--- src/verilog/i2c_status_pkg.sv ---
package i2c_status_pkg;
   // wishbone byte addresses
   localparam logic [3:0] status_addr = 4'h0;
   localparam logic [3:0] irq_status_addr = 4'h4;
   localparam logic [3:0] irq_mask_addr = 4'h8;
   localparam logic [3:0] tx_holding_addr = 4'hc;
   // status field positions
   localparam int ack_result_bit = 15;
   localparam int master_tx_bit = 14;
   localparam int collision_bit = 10;
   localparam int general_call_bit = 9;
   localparam int ten_bit_bit = 8;
   localparam int write_col_bit = 7;
   localparam int overflow_bit = 6;
   localparam int data_addr_bit = 5;
   localparam int stop_bit = 4;
   // event bits of the interrupt status
   localparam int ev_collision = 0;
   localparam int ev_write_col = 1;
   localparam int ev_overflow = 2;
   localparam int ev_stop = 3;
   localparam int ev_count = 4;
   // reset values
   localparam logic [15:0] status_reset = 16'h0000;
   localparam logic [3:0] irq_reset = 4'h0;
   // general call address
   localparam logic [7:0] general_call_byte = 8'h00;
   // bits per byte on the wire
   localparam logic [3:0] byte_bits = 4'h8;
endpackage

--- src/verilog/i2c_bus_monitor.sv ---
`timescale 1ns/1ps
`default_nettype none
module i2c_bus_monitor (
   // clock and reset
   input wire logic core_clk,
   input wire logic reset,
   // synced line levels
   input wire logic scl,
   input wire logic sda,
   // conditions, one cycle each
   output logic start_seen,
   output logic stop_seen,
   output logic scl_rise,
   output logic scl_fall
);
   logic scl_d;
   logic sda_d;
   logic next_start;
   logic next_stop;
   logic next_rise;
   logic next_fall;

   always_comb begin
      next_start = scl && scl_d && sda_d && !sda;
      next_stop = scl && scl_d && !sda_d && sda;
      next_rise = scl && !scl_d;
      next_fall = !scl && scl_d;
   end

   always_ff @(posedge core_clk or posedge reset) begin
      if (reset) begin
         scl_d <= 1'b1;
         sda_d <= 1'b1;
         start_seen <= 1'b0;
         stop_seen <= 1'b0;
         scl_rise <= 1'b0;
         scl_fall <= 1'b0;
      end else begin
         scl_d <= scl;
         sda_d <= sda;
         start_seen <= next_start;
         stop_seen <= next_stop;
         scl_rise <= next_rise;
         scl_fall <= next_fall;
      end
   end
endmodule
`default_nettype wire

--- src/verilog/i2c_status_flag_logic.sv ---
`timescale 1ns/1ps
`default_nettype none
// Operation
// - master transmit ack slot end loads ack flag, 1 for nack, 0 ack
// - master tx active flag set at transmit start, cleared after ack slot
// - collision as master sets collision flag, held until software clears
// - general call address match sets flag, stop clears it
// - second byte of matched ten-bit address sets flag, stop clears it
// - tx holding write while busy is dropped and sets write collision
// - new byte while rx holding still full sets sticky overflow flag
// - slave address match clears data flag, received data byte sets it
// - stop flag follows last condition: one after stop, zero after start
module i2c_status_flag_logic (
   // clock and reset
   input wire logic core_clk,
   input wire logic reset,
   // wishbone slave
   input wire logic wb_cyc_i,
   input wire logic wb_stb_i,
   input wire logic wb_we_i,
   input wire logic [3:0] wb_adr_i,
   input wire logic [31:0] wb_dat_i,
   input wire logic [3:0] wb_sel_i,
   output logic [31:0] wb_dat_o,
   output logic wb_ack_o,
   // two-wire bus pins
   input wire logic scl_in,
   input wire logic sda_in,
   // controller engine events, same clock
   input wire logic master_tx_start,
   input wire logic own_sda_high,
   input wire logic master_active,
   input wire logic slave_addr_match,
   input wire logic ten_bit_second_match,
   input wire logic slave_byte_done,
   input wire logic [7:0] rx_shift_reg,
   input wire logic rx_holding_read,
   input wire logic engine_busy,
   // outputs
   output logic [7:0] tx_holding_reg,
   output logic tx_load,
   output logic [7:0] rx_holding_reg,
   output logic irq
);
   ////////////////////////////////////////////////////////////////////////
   logic scl;
   logic sda;
   logic start_seen;
   logic stop_seen;
   logic scl_rise;
   logic scl_fall;

   sync_two_ff scl_sync (
      .core_clk(core_clk),
      .reset(reset),
      .async_in(scl_in),
      .sync_out(scl)
   );
   sync_two_ff sda_sync (
      .core_clk(core_clk),
      .reset(reset),
      .async_in(sda_in),
      .sync_out(sda)
   );
   i2c_bus_monitor monitor (
      .core_clk(core_clk),
      .reset(reset),
      .scl(scl),
      .sda(sda),
      .start_seen(start_seen),
      .stop_seen(stop_seen),
      .scl_rise(scl_rise),
      .scl_fall(scl_fall)
   );

   ////////////////////////////////////////////////////////////////////////
   typedef enum logic [1:0] {idle_s, data_s, ack_s} tx_state_t;

   tx_state_t tx_state;
   tx_state_t next_tx_state;
   logic [3:0] bit_count;
   logic [3:0] next_bit_count;
   logic [7:0] first_byte;
   logic [7:0] next_first_byte;
   logic first_pending;
   logic next_first_pending;
   logic [7:0] slave_shift;
   logic [7:0] next_slave_shift;
   logic [3:0] slave_count;
   logic [3:0] next_slave_count;
   logic ack_slot_end;
   logic ack_value;
   logic rx_full;
   logic next_rx_full;
   logic [7:0] next_rx_holding;
   logic [15:0] status;
   logic [15:0] next_status;
   logic [3:0] irq_status;
   logic [3:0] next_irq_status;
   logic [3:0] irq_mask;
   logic [3:0] next_irq_mask;
   logic [7:0] next_tx_holding;
   logic next_tx_load;
   logic [31:0] next_dat;
   logic next_ack;
   logic next_irq;
   logic bus_req;
   logic wr_req;
   logic [3:0] events;

   // request taken in cycle it first appears, ack one cycle later
   assign bus_req = wb_cyc_i && wb_stb_i && !wb_ack_o;
   assign wr_req = bus_req && wb_we_i;

   function automatic logic hit(input logic [3:0] adr, input logic [3:0] reg_adr);
      hit = (adr == reg_adr);
   endfunction

   // last data bit index: the ack slot follows this falling clock
   function automatic logic [3:0] byte_bits_m1();
      byte_bits_m1 = i2c_status_pkg::byte_bits - 4'h1;
   endfunction

   ////////////////////////////////////////////////////////////////////////
   // ack slot tracker and slave byte sampler
   always_comb begin
      next_tx_state = tx_state;
      next_bit_count = bit_count;
      ack_slot_end = 1'b0;
      next_first_byte = first_byte;
      next_first_pending = first_pending;
      next_slave_shift = slave_shift;
      next_slave_count = slave_count;
      if (start_seen || stop_seen) begin
         next_slave_count = 4'h0;
         next_first_pending = 1'b1;
      end else if (scl_rise) begin
         if (slave_count == i2c_status_pkg::byte_bits) begin
            next_slave_count = 4'h0;
         end else begin
            next_slave_count = slave_count + 4'h1;
         end
         if (slave_count != i2c_status_pkg::byte_bits) begin
            next_slave_shift = {slave_shift[6:0], sda};
         end
      end
      if (slave_byte_done && first_pending) begin
         next_first_byte = slave_shift;
         next_first_pending = 1'b0;
      end
      case (tx_state)
         idle_s: begin
            if (master_tx_start) begin
               next_tx_state = data_s;
               next_bit_count = 4'h0;
            end
         end
         data_s: begin
            if (scl_fall) begin
               next_bit_count = bit_count + 4'h1;
               if (bit_count == byte_bits_m1()) begin
                  next_tx_state = ack_s;
               end
            end
         end
         ack_s: begin
            // slot ends on the falling clock after ack sample
            if (scl_fall) begin
               ack_slot_end = 1'b1;
               next_tx_state = idle_s;
            end
         end
         default: next_tx_state = idle_s;
      endcase
      if (stop_seen) begin
         next_tx_state = idle_s;
      end
   end

   always_ff @(posedge core_clk or posedge reset) begin
      if (reset) begin
         tx_state <= idle_s;
         bit_count <= 4'h0;
         first_byte <= 8'h00;
         first_pending <= 1'b1;
         slave_shift <= 8'h00;
         slave_count <= 4'h0;
      end else begin
         tx_state <= next_tx_state;
         bit_count <= next_bit_count;
         first_byte <= next_first_byte;
         first_pending <= next_first_pending;
         slave_shift <= next_slave_shift;
         slave_count <= next_slave_count;
      end
   end

   // sda sampled on the ack clock high phase
   logic ack_sample;
   logic next_ack_sample;
   always_comb begin
      next_ack_sample = ack_sample;
      if (tx_state == ack_s && scl_rise) begin
         next_ack_sample = sda;
      end
      ack_value = ack_sample;
   end
   always_ff @(posedge core_clk or posedge reset) begin
      if (reset) begin
         ack_sample <= 1'b0;
      end else begin
         ack_sample <= next_ack_sample;
      end
   end

   ////////////////////////////////////////////////////////////////////////
   // status flags, hardware set wins over software clear
   always_comb begin
      next_status = status;
      next_rx_full = rx_full;
      next_rx_holding = rx_holding_reg;
      next_tx_holding = tx_holding_reg;
      next_tx_load = 1'b0;
      events = 4'h0;
      if (rx_holding_read) begin
         next_rx_full = 1'b0;
      end
      // zero write clears only clearable bits
      if (wr_req && hit(wb_adr_i, i2c_status_pkg::status_addr)) begin
         if (wb_sel_i[1] && !wb_dat_i[i2c_status_pkg::collision_bit]) begin
            next_status[i2c_status_pkg::collision_bit] = 1'b0;
         end
         if (wb_sel_i[0]) begin
            if (!wb_dat_i[i2c_status_pkg::write_col_bit]) begin
               next_status[i2c_status_pkg::write_col_bit] = 1'b0;
            end
            if (!wb_dat_i[i2c_status_pkg::overflow_bit]) begin
               next_status[i2c_status_pkg::overflow_bit] = 1'b0;
            end
         end
      end
      if (wr_req && hit(wb_adr_i, i2c_status_pkg::tx_holding_addr) && wb_sel_i[0]) begin
         if (engine_busy) begin
            next_status[i2c_status_pkg::write_col_bit] = 1'b1;
            events[i2c_status_pkg::ev_write_col] = 1'b1;
         end else begin
            next_tx_holding = wb_dat_i[7:0];
            next_tx_load = 1'b1;
         end
      end
      if (ack_slot_end) begin
         next_status[i2c_status_pkg::ack_result_bit] = ack_value;
      end
      if (master_tx_start) begin
         next_status[i2c_status_pkg::master_tx_bit] = 1'b1;
      end else if (ack_slot_end || stop_seen) begin
         next_status[i2c_status_pkg::master_tx_bit] = 1'b0;
      end
      if (master_active && own_sda_high && !sda && scl_rise) begin
         next_status[i2c_status_pkg::collision_bit] = 1'b1;
         events[i2c_status_pkg::ev_collision] = 1'b1;
      end
      if (stop_seen) begin
         next_status[i2c_status_pkg::general_call_bit] = 1'b0;
      end else if (slave_byte_done && first_pending
                   && slave_shift == i2c_status_pkg::general_call_byte) begin
         next_status[i2c_status_pkg::general_call_bit] = 1'b1;
      end
      if (stop_seen) begin
         next_status[i2c_status_pkg::ten_bit_bit] = 1'b0;
      end else if (ten_bit_second_match) begin
         next_status[i2c_status_pkg::ten_bit_bit] = 1'b1;
      end
      if (slave_addr_match) begin
         next_status[i2c_status_pkg::data_addr_bit] = 1'b0;
      end else if (slave_byte_done) begin
         next_status[i2c_status_pkg::data_addr_bit] = 1'b1;
      end
      if (slave_byte_done) begin
         if (rx_full && !rx_holding_read) begin
            next_status[i2c_status_pkg::overflow_bit] = 1'b1;
            events[i2c_status_pkg::ev_overflow] = 1'b1;
         end else begin
            next_rx_holding = rx_shift_reg;
            next_rx_full = 1'b1;
         end
      end
      if (stop_seen) begin
         next_status[i2c_status_pkg::stop_bit] = 1'b1;
         events[i2c_status_pkg::ev_stop] = 1'b1;
      end else if (start_seen) begin
         next_status[i2c_status_pkg::stop_bit] = 1'b0;
      end
   end

   ////////////////////////////////////////////////////////////////////////
   // interrupt and bus answer
   always_comb begin
      next_irq_mask = irq_mask;
      next_irq_status = irq_status;
      if (wr_req && hit(wb_adr_i, i2c_status_pkg::irq_status_addr) && wb_sel_i[0]) begin
         next_irq_status = irq_status & ~wb_dat_i[3:0];
      end
      next_irq_status = next_irq_status | events;
      if (wr_req && hit(wb_adr_i, i2c_status_pkg::irq_mask_addr) && wb_sel_i[0]) begin
         next_irq_mask = wb_dat_i[3:0];
      end
      next_irq = |(next_irq_status & next_irq_mask);
      next_ack = bus_req;
      next_dat = 32'h0000_0000;
      if (bus_req && !wb_we_i) begin
         if (hit(wb_adr_i, i2c_status_pkg::status_addr)) begin
            next_dat = {16'h0000, status};
         end else if (hit(wb_adr_i, i2c_status_pkg::irq_status_addr)) begin
            next_dat = {28'h0000000, irq_status};
         end else if (hit(wb_adr_i, i2c_status_pkg::irq_mask_addr)) begin
            next_dat = {28'h0000000, irq_mask};
         end else if (hit(wb_adr_i, i2c_status_pkg::tx_holding_addr)) begin
            next_dat = {24'h000000, tx_holding_reg};
         end else begin
            next_dat = 32'h0000_0000;
         end
      end
   end

   always_ff @(posedge core_clk or posedge reset) begin
      if (reset) begin
         status <= i2c_status_pkg::status_reset;
         rx_full <= 1'b0;
         rx_holding_reg <= 8'h00;
         tx_holding_reg <= 8'h00;
         tx_load <= 1'b0;
         irq_status <= i2c_status_pkg::irq_reset;
         irq_mask <= i2c_status_pkg::irq_reset;
         irq <= 1'b0;
         wb_ack_o <= 1'b0;
         wb_dat_o <= 32'h0000_0000;
      end else begin
         status <= next_status;
         rx_full <= next_rx_full;
         rx_holding_reg <= next_rx_holding;
         tx_holding_reg <= next_tx_holding;
         tx_load <= next_tx_load;
         irq_status <= next_irq_status;
         irq_mask <= next_irq_mask;
         irq <= next_irq;
         wb_ack_o <= next_ack;
         wb_dat_o <= next_dat;
      end
   end
endmodule
`default_nettype wire

--- src/verilog/sync_two_ff.sv ---
`timescale 1ns/1ps
`default_nettype none
module sync_two_ff (
   // clock and reset
   input wire logic core_clk,
   input wire logic reset,
   // async level in, synced level out
   input wire logic async_in,
   output logic sync_out
);
   logic first;
   logic next_first;
   logic next_sync;

   always_comb begin
      next_first = async_in;
      next_sync = first;
   end

   // reset high: an idle two-wire line is released high
   always_ff @(posedge core_clk or posedge reset) begin
      if (reset) begin
         first <= 1'b1;
         sync_out <= 1'b1;
      end else begin
         first <= next_first;
         sync_out <= next_sync;
      end
   end
endmodule
`default_nettype wire
--- config.mk ---
export PLATFORM = sky130hd
export DESIGN_NAME = i2c_status_flag_logic
export DESIGN_NICKNAME = d
export VERILOG_FILES = /design/src/verilog/i2c_status_pkg.sv /design/src/verilog/i2c_bus_monitor.sv /design/src/verilog/i2c_status_flag_logic.sv /design/src/verilog/sync_two_ff.sv
export SDC_FILE = /design/constraint.sdc
export NUM_CORES = 1
export LEC_CHECK = 0
export BUFFER_PORTS_ARGS = -buffer_cell sky130_fd_sc_hd__clkbuf_2
export CORE_UTILIZATION = 35
export CTS_CLUSTER_DIAMETER = 40
export DETAILED_ROUTE_END_ITERATION = 16
export GPL_TIMING_DRIVEN = 1
export PLACE_DENSITY = 0.66
export REMOVE_ABC_BUFFERS = 1
export SLEW_MARGIN = 10
export SYNTH_ARGS = -nofsm -noshare
export SYNTH_HDL_FRONTEND = slang
export SYNTH_SLANG_ARGS = --single-unit
--- constraint.sdc ---
create_clock -name core_clk -period 3.6 [get_ports core_clk]
set_input_delay 0.36 -clock core_clk [delete_from_list [all_inputs] [get_ports core_clk]]
set_output_delay 0.36 -clock core_clk [all_outputs]
set_load 0.005 [all_outputs]
* After elaboration in Yosys (flattened, before gate mapping)
Cells that the tools add are included.
** Storage, ports and cells
- Register bits after elaboration :: 99
- Input port bits :: 63
- Output and inout bits :: 51
- Logic and storage cells :: 167
** Cells by class
- Add/subtract/negate cells :: 2
- Equal/unequal tests :: 14
- Muxes and demuxes :: 55
- Bitwise gates (word level) :: 7
- Reduce and logical (&&, ||, !) cells :: 56
** Operator list (number)
- $mux W1 :: 34
- $mux W16 :: 2
- $mux W4 :: 7
- $logic_and A1 B1 Y1 :: 26
- $mux W8 :: 3
- $reduce_bool A2 Y1 :: 10
- $mux W2 :: 7
- $eq A4 B4 Y1 const B :: 3
- $add A4 B1 Y4 const B :: 2
- $and A4 B4 Y4 :: 2
- $eq A4 B3 Y1 const B :: 2
- $logic_not A1 Y1 :: 8
- $logic_not A8 Y1 :: 1
- $pmux W4 S2 :: 1
- $ne A3 B1 Y1 const B :: 2
- $ne A3 B2 Y1 const B :: 2
- $pmux W2 S3 :: 1
- $reduce_and A2 Y1 :: 3
- $reduce_and A3 Y1 :: 2
- $logic_not A4 Y1 :: 1
- $ne A4 B4 Y1 const B :: 1
- $not A4 Y4 :: 1
- $or A4 B4 Y4 :: 1
- $reduce_and A4 Y1 :: 1
- other kinds (8) :: 11

* Logic depth before layout (Yosys ltp)
Gate-level depths: netlist of run 1.
- Word-level depth :: 9
- Gate-level depth with buffers :: 6
- Depth with buffers taken out :: 5

* By module
From an unflattened synthesis of run 1, not the netlist that was laid out.
** Unflattened totals
- Cells, all modules :: 282
- Area total of the unflattened synthesis :: 3470.8 um2
** Modules (own cells, without submodules)
- i2c_status_flag_logic :: times used 1, cells an instance 265, area an instance 3169.3 um2, seq. area each 1752.9 um2
- i2c_bus_monitor :: times used 1, cells an instance 11, area an instance 188.9 um2, seq. area each 152.6 um2
- sync_two_ff :: times used 2, cells an instance 3, area an instance 56.3 um2, seq. area each 52.6 um2

* Worst setup path after synthesis of run 1
OpenSTA, ideal clock, no wires.
- Kind :: reg2reg
- From :: reg wb_ack_o
- To :: reg tx_holding_reg[0]
- Data arrival time :: 1411 ps
- Setup slack :: 2064 ps
- Stages on the path, launching flop included :: 7
- Period minus slack after synthesis :: 1536 ps
- Path through :: dfrtp_1 > nand3b_1 > inv_1 > nand2_1 > nor3b_2 > buf_6 > mux2_4
** Between the ends
- Cells in the longest elaborated chain, start to end :: 6
** Ends and longest elaborated chain
- start, declared :: RTL line i2c_status_flag_logic.sv:25 : output logic wb_ack_o,
- start signal, assigned :: RTL line i2c_status_flag_logic.sv:347 : wb_ack_o <= next_ack;
- $logic_not A1 Y1 :: RTL line i2c_status_flag_logic.sv:112 : assign bus_req = wb_cyc_i && wb_stb_i && !wb_ack_o;
- $logic_and A1 B1 Y1 :: RTL line i2c_status_flag_logic.sv:112
- $logic_and A1 B1 Y1 :: RTL line i2c_status_flag_logic.sv:113 : assign wr_req = bus_req && wb_we_i;
- $logic_and A1 B1 Y1 (2 in a row) :: RTL line i2c_status_flag_logic.sv:242 : if (wr_req && hit(wb_adr_i, i2c_status_pkg::tx_holding_addr) && wb_sel_i[0]) begin
- $reduce_and A2 Y1 (no line)
- end signal, assigned :: RTL line i2c_status_flag_logic.sv:342 : tx_holding_reg <= next_tx_holding;
- end, declared :: RTL line i2c_status_flag_logic.sv:40 : output logic [7:0] tx_holding_reg,
No other way between the ends.
A chain may end at the register's enable or synchronous reset.

* Final worst setup path of run 1
Same ends and word-level chain as after synthesis.

==> results of run 1 <==
-- stage by stage --
step	cell area, um2	std cells
after floorplan	3340	273
after global placement	3870	474
after detailed placement	3870	474
final	4090	490
after CTS	4090	490
after global routing	4090	490
-- layer usage --
layer	part of all wire (%)	wire [um]	vias to the layer above	track usage [%]
met1	45	2950	1132	16.9
met4	1.2	79	0	6.13
met3	3.2	209	6	3.66
met5	0	0	-	0
met2	50	3290	52	23.8
li1	-	-	1108	-
-- synthesized netlist by cell type (all sizes together) (3+ instances only) --
master and count:
nand2b 6, and4 4, o22ai 4, mux2 26
or2 7, nor2 15, a21boi 3, nand3b 3
nor4b 3, nand2 14, a22o 3, and2 6
mux2i 3, nor3 5, a41oi 4, nor3b 3
a21oi 3, a222oi 4, dfrtp 73, nor2b 4
dfstp 7, inv 18, a22oi 4, clkbuf 5
nor4 3, buf 23, o21ai 6, ha 3
a31oi 3
-- final cells by class --
class	instances	area [um2]	area share (%)
clock buffer	11	141	3.45
clock inverter	5	80.1	1.96
inverter	18	68.8	1.68
multi-input combinational	175	1260	30.8
sequential	80	2010	49.1
tap	129	161	3.94
timing repair buffer	72	368	8.99
-- path summary, 6_finish.rpt --
check / to / from / cells past startpoint
setup reg to reg: tx_holding_reg[0]$_DFFE_PP0P_ / wb_ack_o$_DFF_PP0_ / 6
max in group asynchronous: first_pending$_DFFE_PP1P_ / reset / 3
hold reg to reg: scl_sync.sync_out$_DFF_PP1_ / scl_sync.first$_DFF_PP1_ / 0
setup / recovery: tx_holding_reg[0]$_DFFE_PP0P_ / wb_ack_o$_DFF_PP0_ / 6
min in group asynchronous: rx_holding_reg[0]$_DFFE_PP0P_ / reset / 2
hold / removal: sda_sync.first$_DFF_PP1_ / sda_in / 1
-- kinds of logic after synthesis --
group                      share of synthesized area, %
buffers and inverters                              7.54
adders and majority gates                          1.08
and+or+nand+nor                                    13.9
other                                             0.108
muxes                                              10.2
AOI/OAI and AO/OA                                  9.20
DFF                                                58.0
-- layout by cell type, fill, tap and decap left out, drive strengths merged, types with 4 or more instances in the layout --
cell type | netlist | routed
a222oi | 4 | 4
nor3 | 5 | 5
conb | 1 | 19
a41oi | 4 | 4
nand2 | 14 | 14
and2 | 6 | 6
nor2b | 4 | 4
dfstp | 7 | 7
and4 | 4 | 4
o22ai | 4 | 4
or2 | 7 | 7
dfrtp | 73 | 73
nand2b | 6 | 6
clkbuf | 5 | 80
nor2 | 15 | 15
o21ai | 6 | 6
mux2 | 26 | 26
inv | 18 | 17
a22oi | 4 | 4
-- where the power goes --
part           internal (mW)  leakage, nW  switching [mW]
Combinational          0.142        0.876           0.127
Clock                  0.409        0.106           0.314
Sequential              1.02        0.979          0.0937
Total                   1.57         1.96           0.534
-- worst register-to-register path, cell delays in order (launching register included) --
cell	delay, ns
dfrtp_1	0.38
nand3b_1	0.23
inv_1	0.34
nand2_1	0.18
nor3b_2	0.57
buf_4	0.27
mux2_4	0.30
==> run metrics, run 1 <==
outcome=finished clean; CP max stage cell=nor3b_2; Core Util, Final=43.5%; CP delay by family, top=simple AND/OR/NAND/NOR gates; pre-CTS setup slack=1.23 ns; Detailed Place HPWL=4810 um; Antenna Cells=0; slew margin rel.=42.7%; Worst R2R Setup Slack=1.22 ns; commonest register cell after synthesis=dfrtp_1; Min Hold Slack=0.0986 ns; initial antenna violation count=0; Hold Crit Class=in2reg; Post-CTS Setup Repair Bufs=0; layout cell share with drive strength beyond 1=33.8%; Clock Pin Slew Worst Setup and Hold Paths=0.08 ns; Biggest register=wb_dat_o; CP max stage delay=0.57 ns; total CTS buffers=9; Initial Utilization=36.8%; CTS Buffer Depth=2; leakage=1.96 nW; Worst-Skew Late Latency=0.34 ns; # fillers=910; Tot GR Track Use=14.1%; # DRC=0; max reg flops=13; Largest regs=wb_dat_o: 13 flops, status: 9 flops; routed vias/inst=4.69; Power Total=2.11 mW; # nets final=422; max-slew violations=0; Yosys top cell by area=dfrtp_1; worst path required time=3.83 ns; Worst-Margin Slew=0.859 ns; Max Cap Viol=0; maximum vdd drop=0.215 mV; unrepaired setup endpoints after global routing=no; Pwr per Cell Area=515 nW/um2; Final Skew=0.00364 ns; startpoint type of the worst setup path=flip-flop; Critical path buffers and inverters=2; row cnt=35; Worst Path Arrival=2.61 ns; top cells by area, synth=dfrtp_1 (53%), dfstp_2 (5.3%), mux2_2 (4.5%), buf_4 (4.1%), mux2_4 (3.5%); FF+latch count, synth=80; number of enable flip-flop cells after synthesis=0; post-route setup slack=1.22 ns; Antenna Nets Post-Route=0; fin crit share=66.1%; Die Wd=102 um; CORE AREA=9420 um2; Post-Syn Area=3470 um2; Setup CP Type=reg2reg; I/O pin count=114; fraction of registers with async set or reset after synthesis=100%; hold buffer count at CTS=0; largest net degree at the start of global routing=52; final WL=6530 um; top-area cell type share of the netlist area=52.7%; Syn-to-layout area delta=18.0%; # port buffers=69; Netlist cell types=53; RD Place Congestion=0.755; DRT iter0 DRCs=83; crit end category=flip-flop; total grt overflow=0; sequential area share after synthesis=58.0%; warnings from Yosys=0; Avg Cell Area, Syn=12.3 um2; DR WL/cell=13.3 um; # clock sinks=80; CTS root buffer=clkbuf_8; fmax=0.420 GHz; DIE HEIGHT=102 um; vias in the first global route=2329; Die ar.=10300 um2; via count=2298; Hold Fails Final Rpt=0; synthesized instance count=283; TritonCTS clock tree=yes; Detailed Routing Iterations Pass 1=5; sequence of cells on the critical path=nand3b_1 > inv_1 > nand2_1 > nor3b_2 > buf_4 > mux2_4; first-pass GRT wire length=11000 um; worst-path maximum fanout=15; H-tree lvl count=3; number of gates resized after cts=0; Finish-stage setup viols=0; fin crit period=2.38 ns; total negative slack=0 ns
Note: power is estimated with default switching activity, not from simulation.
==> run 2: changes to the inputs <==
==> constraint.sdc (replaced) <==
create_clock -name core_clk -period 2.4 [get_ports core_clk]
set_input_delay 0.24 -clock core_clk [delete_from_list [all_inputs] [get_ports core_clk]]
set_output_delay 0.24 -clock core_clk [all_outputs]
set_load 0.005 [all_outputs]
==> run metrics, run 2 (synthesis gave the netlist of run 1 again) <==
routed vias/inst=4.71 (+0.41%); total grt overflow=0 (unchanged); worst path required time=2.62 ns (-1.21 ns); startpoint type of the worst setup path=flip-flop; post-route insts no fill=495 (+1.0%); max-slew violations=0 (unchanged); pre-CTS setup slack=0.385 ns (-0.849 ns); via count=2331 (+1.4%); Worst Path Arrival=2.31 ns (-0.30 ns); Pwr per Cell Area=726 nW/um2 (+41%); RR Startpoint=wb_ack_o$_DFF_PP0_; Hold Fails Final Rpt=0 (unchanged); Final Skew=0.0101 ns (+0.00646 ns); leakage=1.97 nW (+0.56%); slew margin rel.=56.8% (+14 points); fin crit share=86.8% (+21 points); Hold Crit Class=in2reg; Syn-to-layout area delta=18.6%; Tot GR Track Use=13.9% (-0.21 points); Antenna Cells=0 (unchanged); crit path from=wb_ack_o$_DFF_PP0_; Largest regs=wb_dat_o: 13 flops, status: 9 flops; Detailed Routing Iterations Pass 1=4 (-1); fin crit period=2.08 ns (-0.296 ns); maximum vdd drop=0.367 mV (+71%); largest net degree at the start of global routing=45 (-13%); I/O pin count=114 (unchanged); CTS root buffer=clkbuf_8; CTS Buffer Depth=2 (unchanged); H-tree lvl count=3 (unchanged); DIE HEIGHT=102 um (unchanged); post-route setup slack=0.316 ns (-0.904 ns); HP Start=slave_addr_match; final WL=6540 um (+0.26%); Worst-Margin Slew=0.646 ns (-0.212 ns); # nets final=427 (+1.2%); # clock sinks=80 (unchanged); Antenna Nets Post-Route=0 (unchanged); unrepaired setup endpoints after global routing=no; # fillers=900 (-1.1%); # port buffers=69 (unchanged); total negative slack=0 ns (unchanged); total CTS buffers=9 (unchanged); worst-path maximum fanout=15 (unchanged); layout cell share with drive strength beyond 1=33.9% (+0.085 points); RD Place Congestion=0.779 (+3.2%); Clock Pin Slew Worst Setup and Hold Paths=0.08 ns (about the same); row cnt=35 (unchanged); crit end category=flip-flop; Worst-Skew Late Latency=0.34 ns (about the same); commonest non-fill, non-tap cell in the layout=dfrtp_1; Setup CP Type=reg2reg; Max Cap Viol=0 (unchanged); first-pass GRT wire length=10900 um (-0.69%); Die ar.=10300 um2 (unchanged); DRT iter0 DRCs=127 (+53%); Die Wd=102 um (unchanged); vias in the first global route=2307 (-0.94%); DR WL/cell=13.2 um (-0.75%); Finish-stage setup viols=0 (unchanged); CORE AREA=9420 um2 (unchanged); most frequent cells in the layout=dfrtp_1 (73), clkbuf_2 (69), conb_1 (19), inv_1 (17), nor2_1 (15); TritonCTS clock tree=yes; Biggest register=wb_dat_o; fmax=0.480 GHz (+14%); # DRC=0 (unchanged); Initial Utilization=36.8% (unchanged); Detailed Place HPWL=4790 um (-0.44%); max reg flops=13 (unchanged); outcome=finished clean; dpl cells=476 (+0.42%); initial antenna violation count=0 (unchanged)
==> run 2: timing repair <==
action	in CTS	in global routing
hold buffers	3	0
endpoints found under the setup margin	0	0
hold endpoints to repair	31	0
gates resized for setup	0	0
setup buffers	0	0
==> run 2: through the flow <==
stage | util, % | cell area (um2) | hold slack (ns) | total power [mW]
4_1_cts | 43.7 | 4110 | 0.0454 | 3.03
5_1_grt | 43.7 | 4110 | 0.0509 | 3.16
6_report | 43.7 | 4110 | 0.0588 | 2.98
2_1_floorplan | - | 3340 | 0.244 | 1.95
3_5_place_dp | 41.4 | 3900 | 0.330 | 2.11
3_3_place_gp | 41.4 | 3900 | 0.322 | 2.09
==> run 2: cell type report <==
cell class / instances / area, um2 / area share [%]
Timing Repair Buffer: 77 / 425 / 10.3
Clock buffer: 12 / 155 / 3.77
Sequential cell: 80 / 2010 / 48.9
Clock inverter: 4 / 28.8 / 0.700
Multi-Input combinational cell: 175 / 1260 / 30.7
Inverter: 18 / 68.8 / 1.67
Tap cell: 129 / 161 / 3.92
==> run 2: final timing paths <==
kind	end	slack, ns	depth (start not counted)
max	tx_holding_reg[4]$_DFFE_PP0P_	0.32	6
min	status[5]$_DFFE_PP0P_	0.06	2
max reg2reg	tx_holding_reg[4]$_DFFE_PP0P_	0.32	6
min reg2reg	sda_sync.sync_out$_DFF_PP1_	0.36	0
max in group asynchronous	irq_mask[0]$_DFF_PP0_	1.27	4
min in group asynchronous	rx_holding_reg[6]$_DFFE_PP0P_	0.50	3
==> run 2: critical path, cell delays in order, from the launching register on <==
cell and delay, ns:
dfrtp_1 0.38, nand3b_1 0.23, inv_1 0.36, nand2_1 0.20, nor3b_2 0.29, buf_4 0.20
mux2_4 0.30
==> run 2: where the power goes <==
group	internal, mW	leakage [nW]	total (mW)	switching (mW)
clock network	0.433	0.0886	0.903	0.471
logic	0.219	0.904	0.410	0.191
registers	1.53	0.979	1.67	0.138
==> run 2: layer usage <==
metal	global-route usage, %	vias up	part of all wire (%)
met4	5.24	0	2.0
met2	22.0	64	48
met5	0	-	0
li1	-	1113	-
met1	17.3	1142	46
met3	4.97	12	4.7
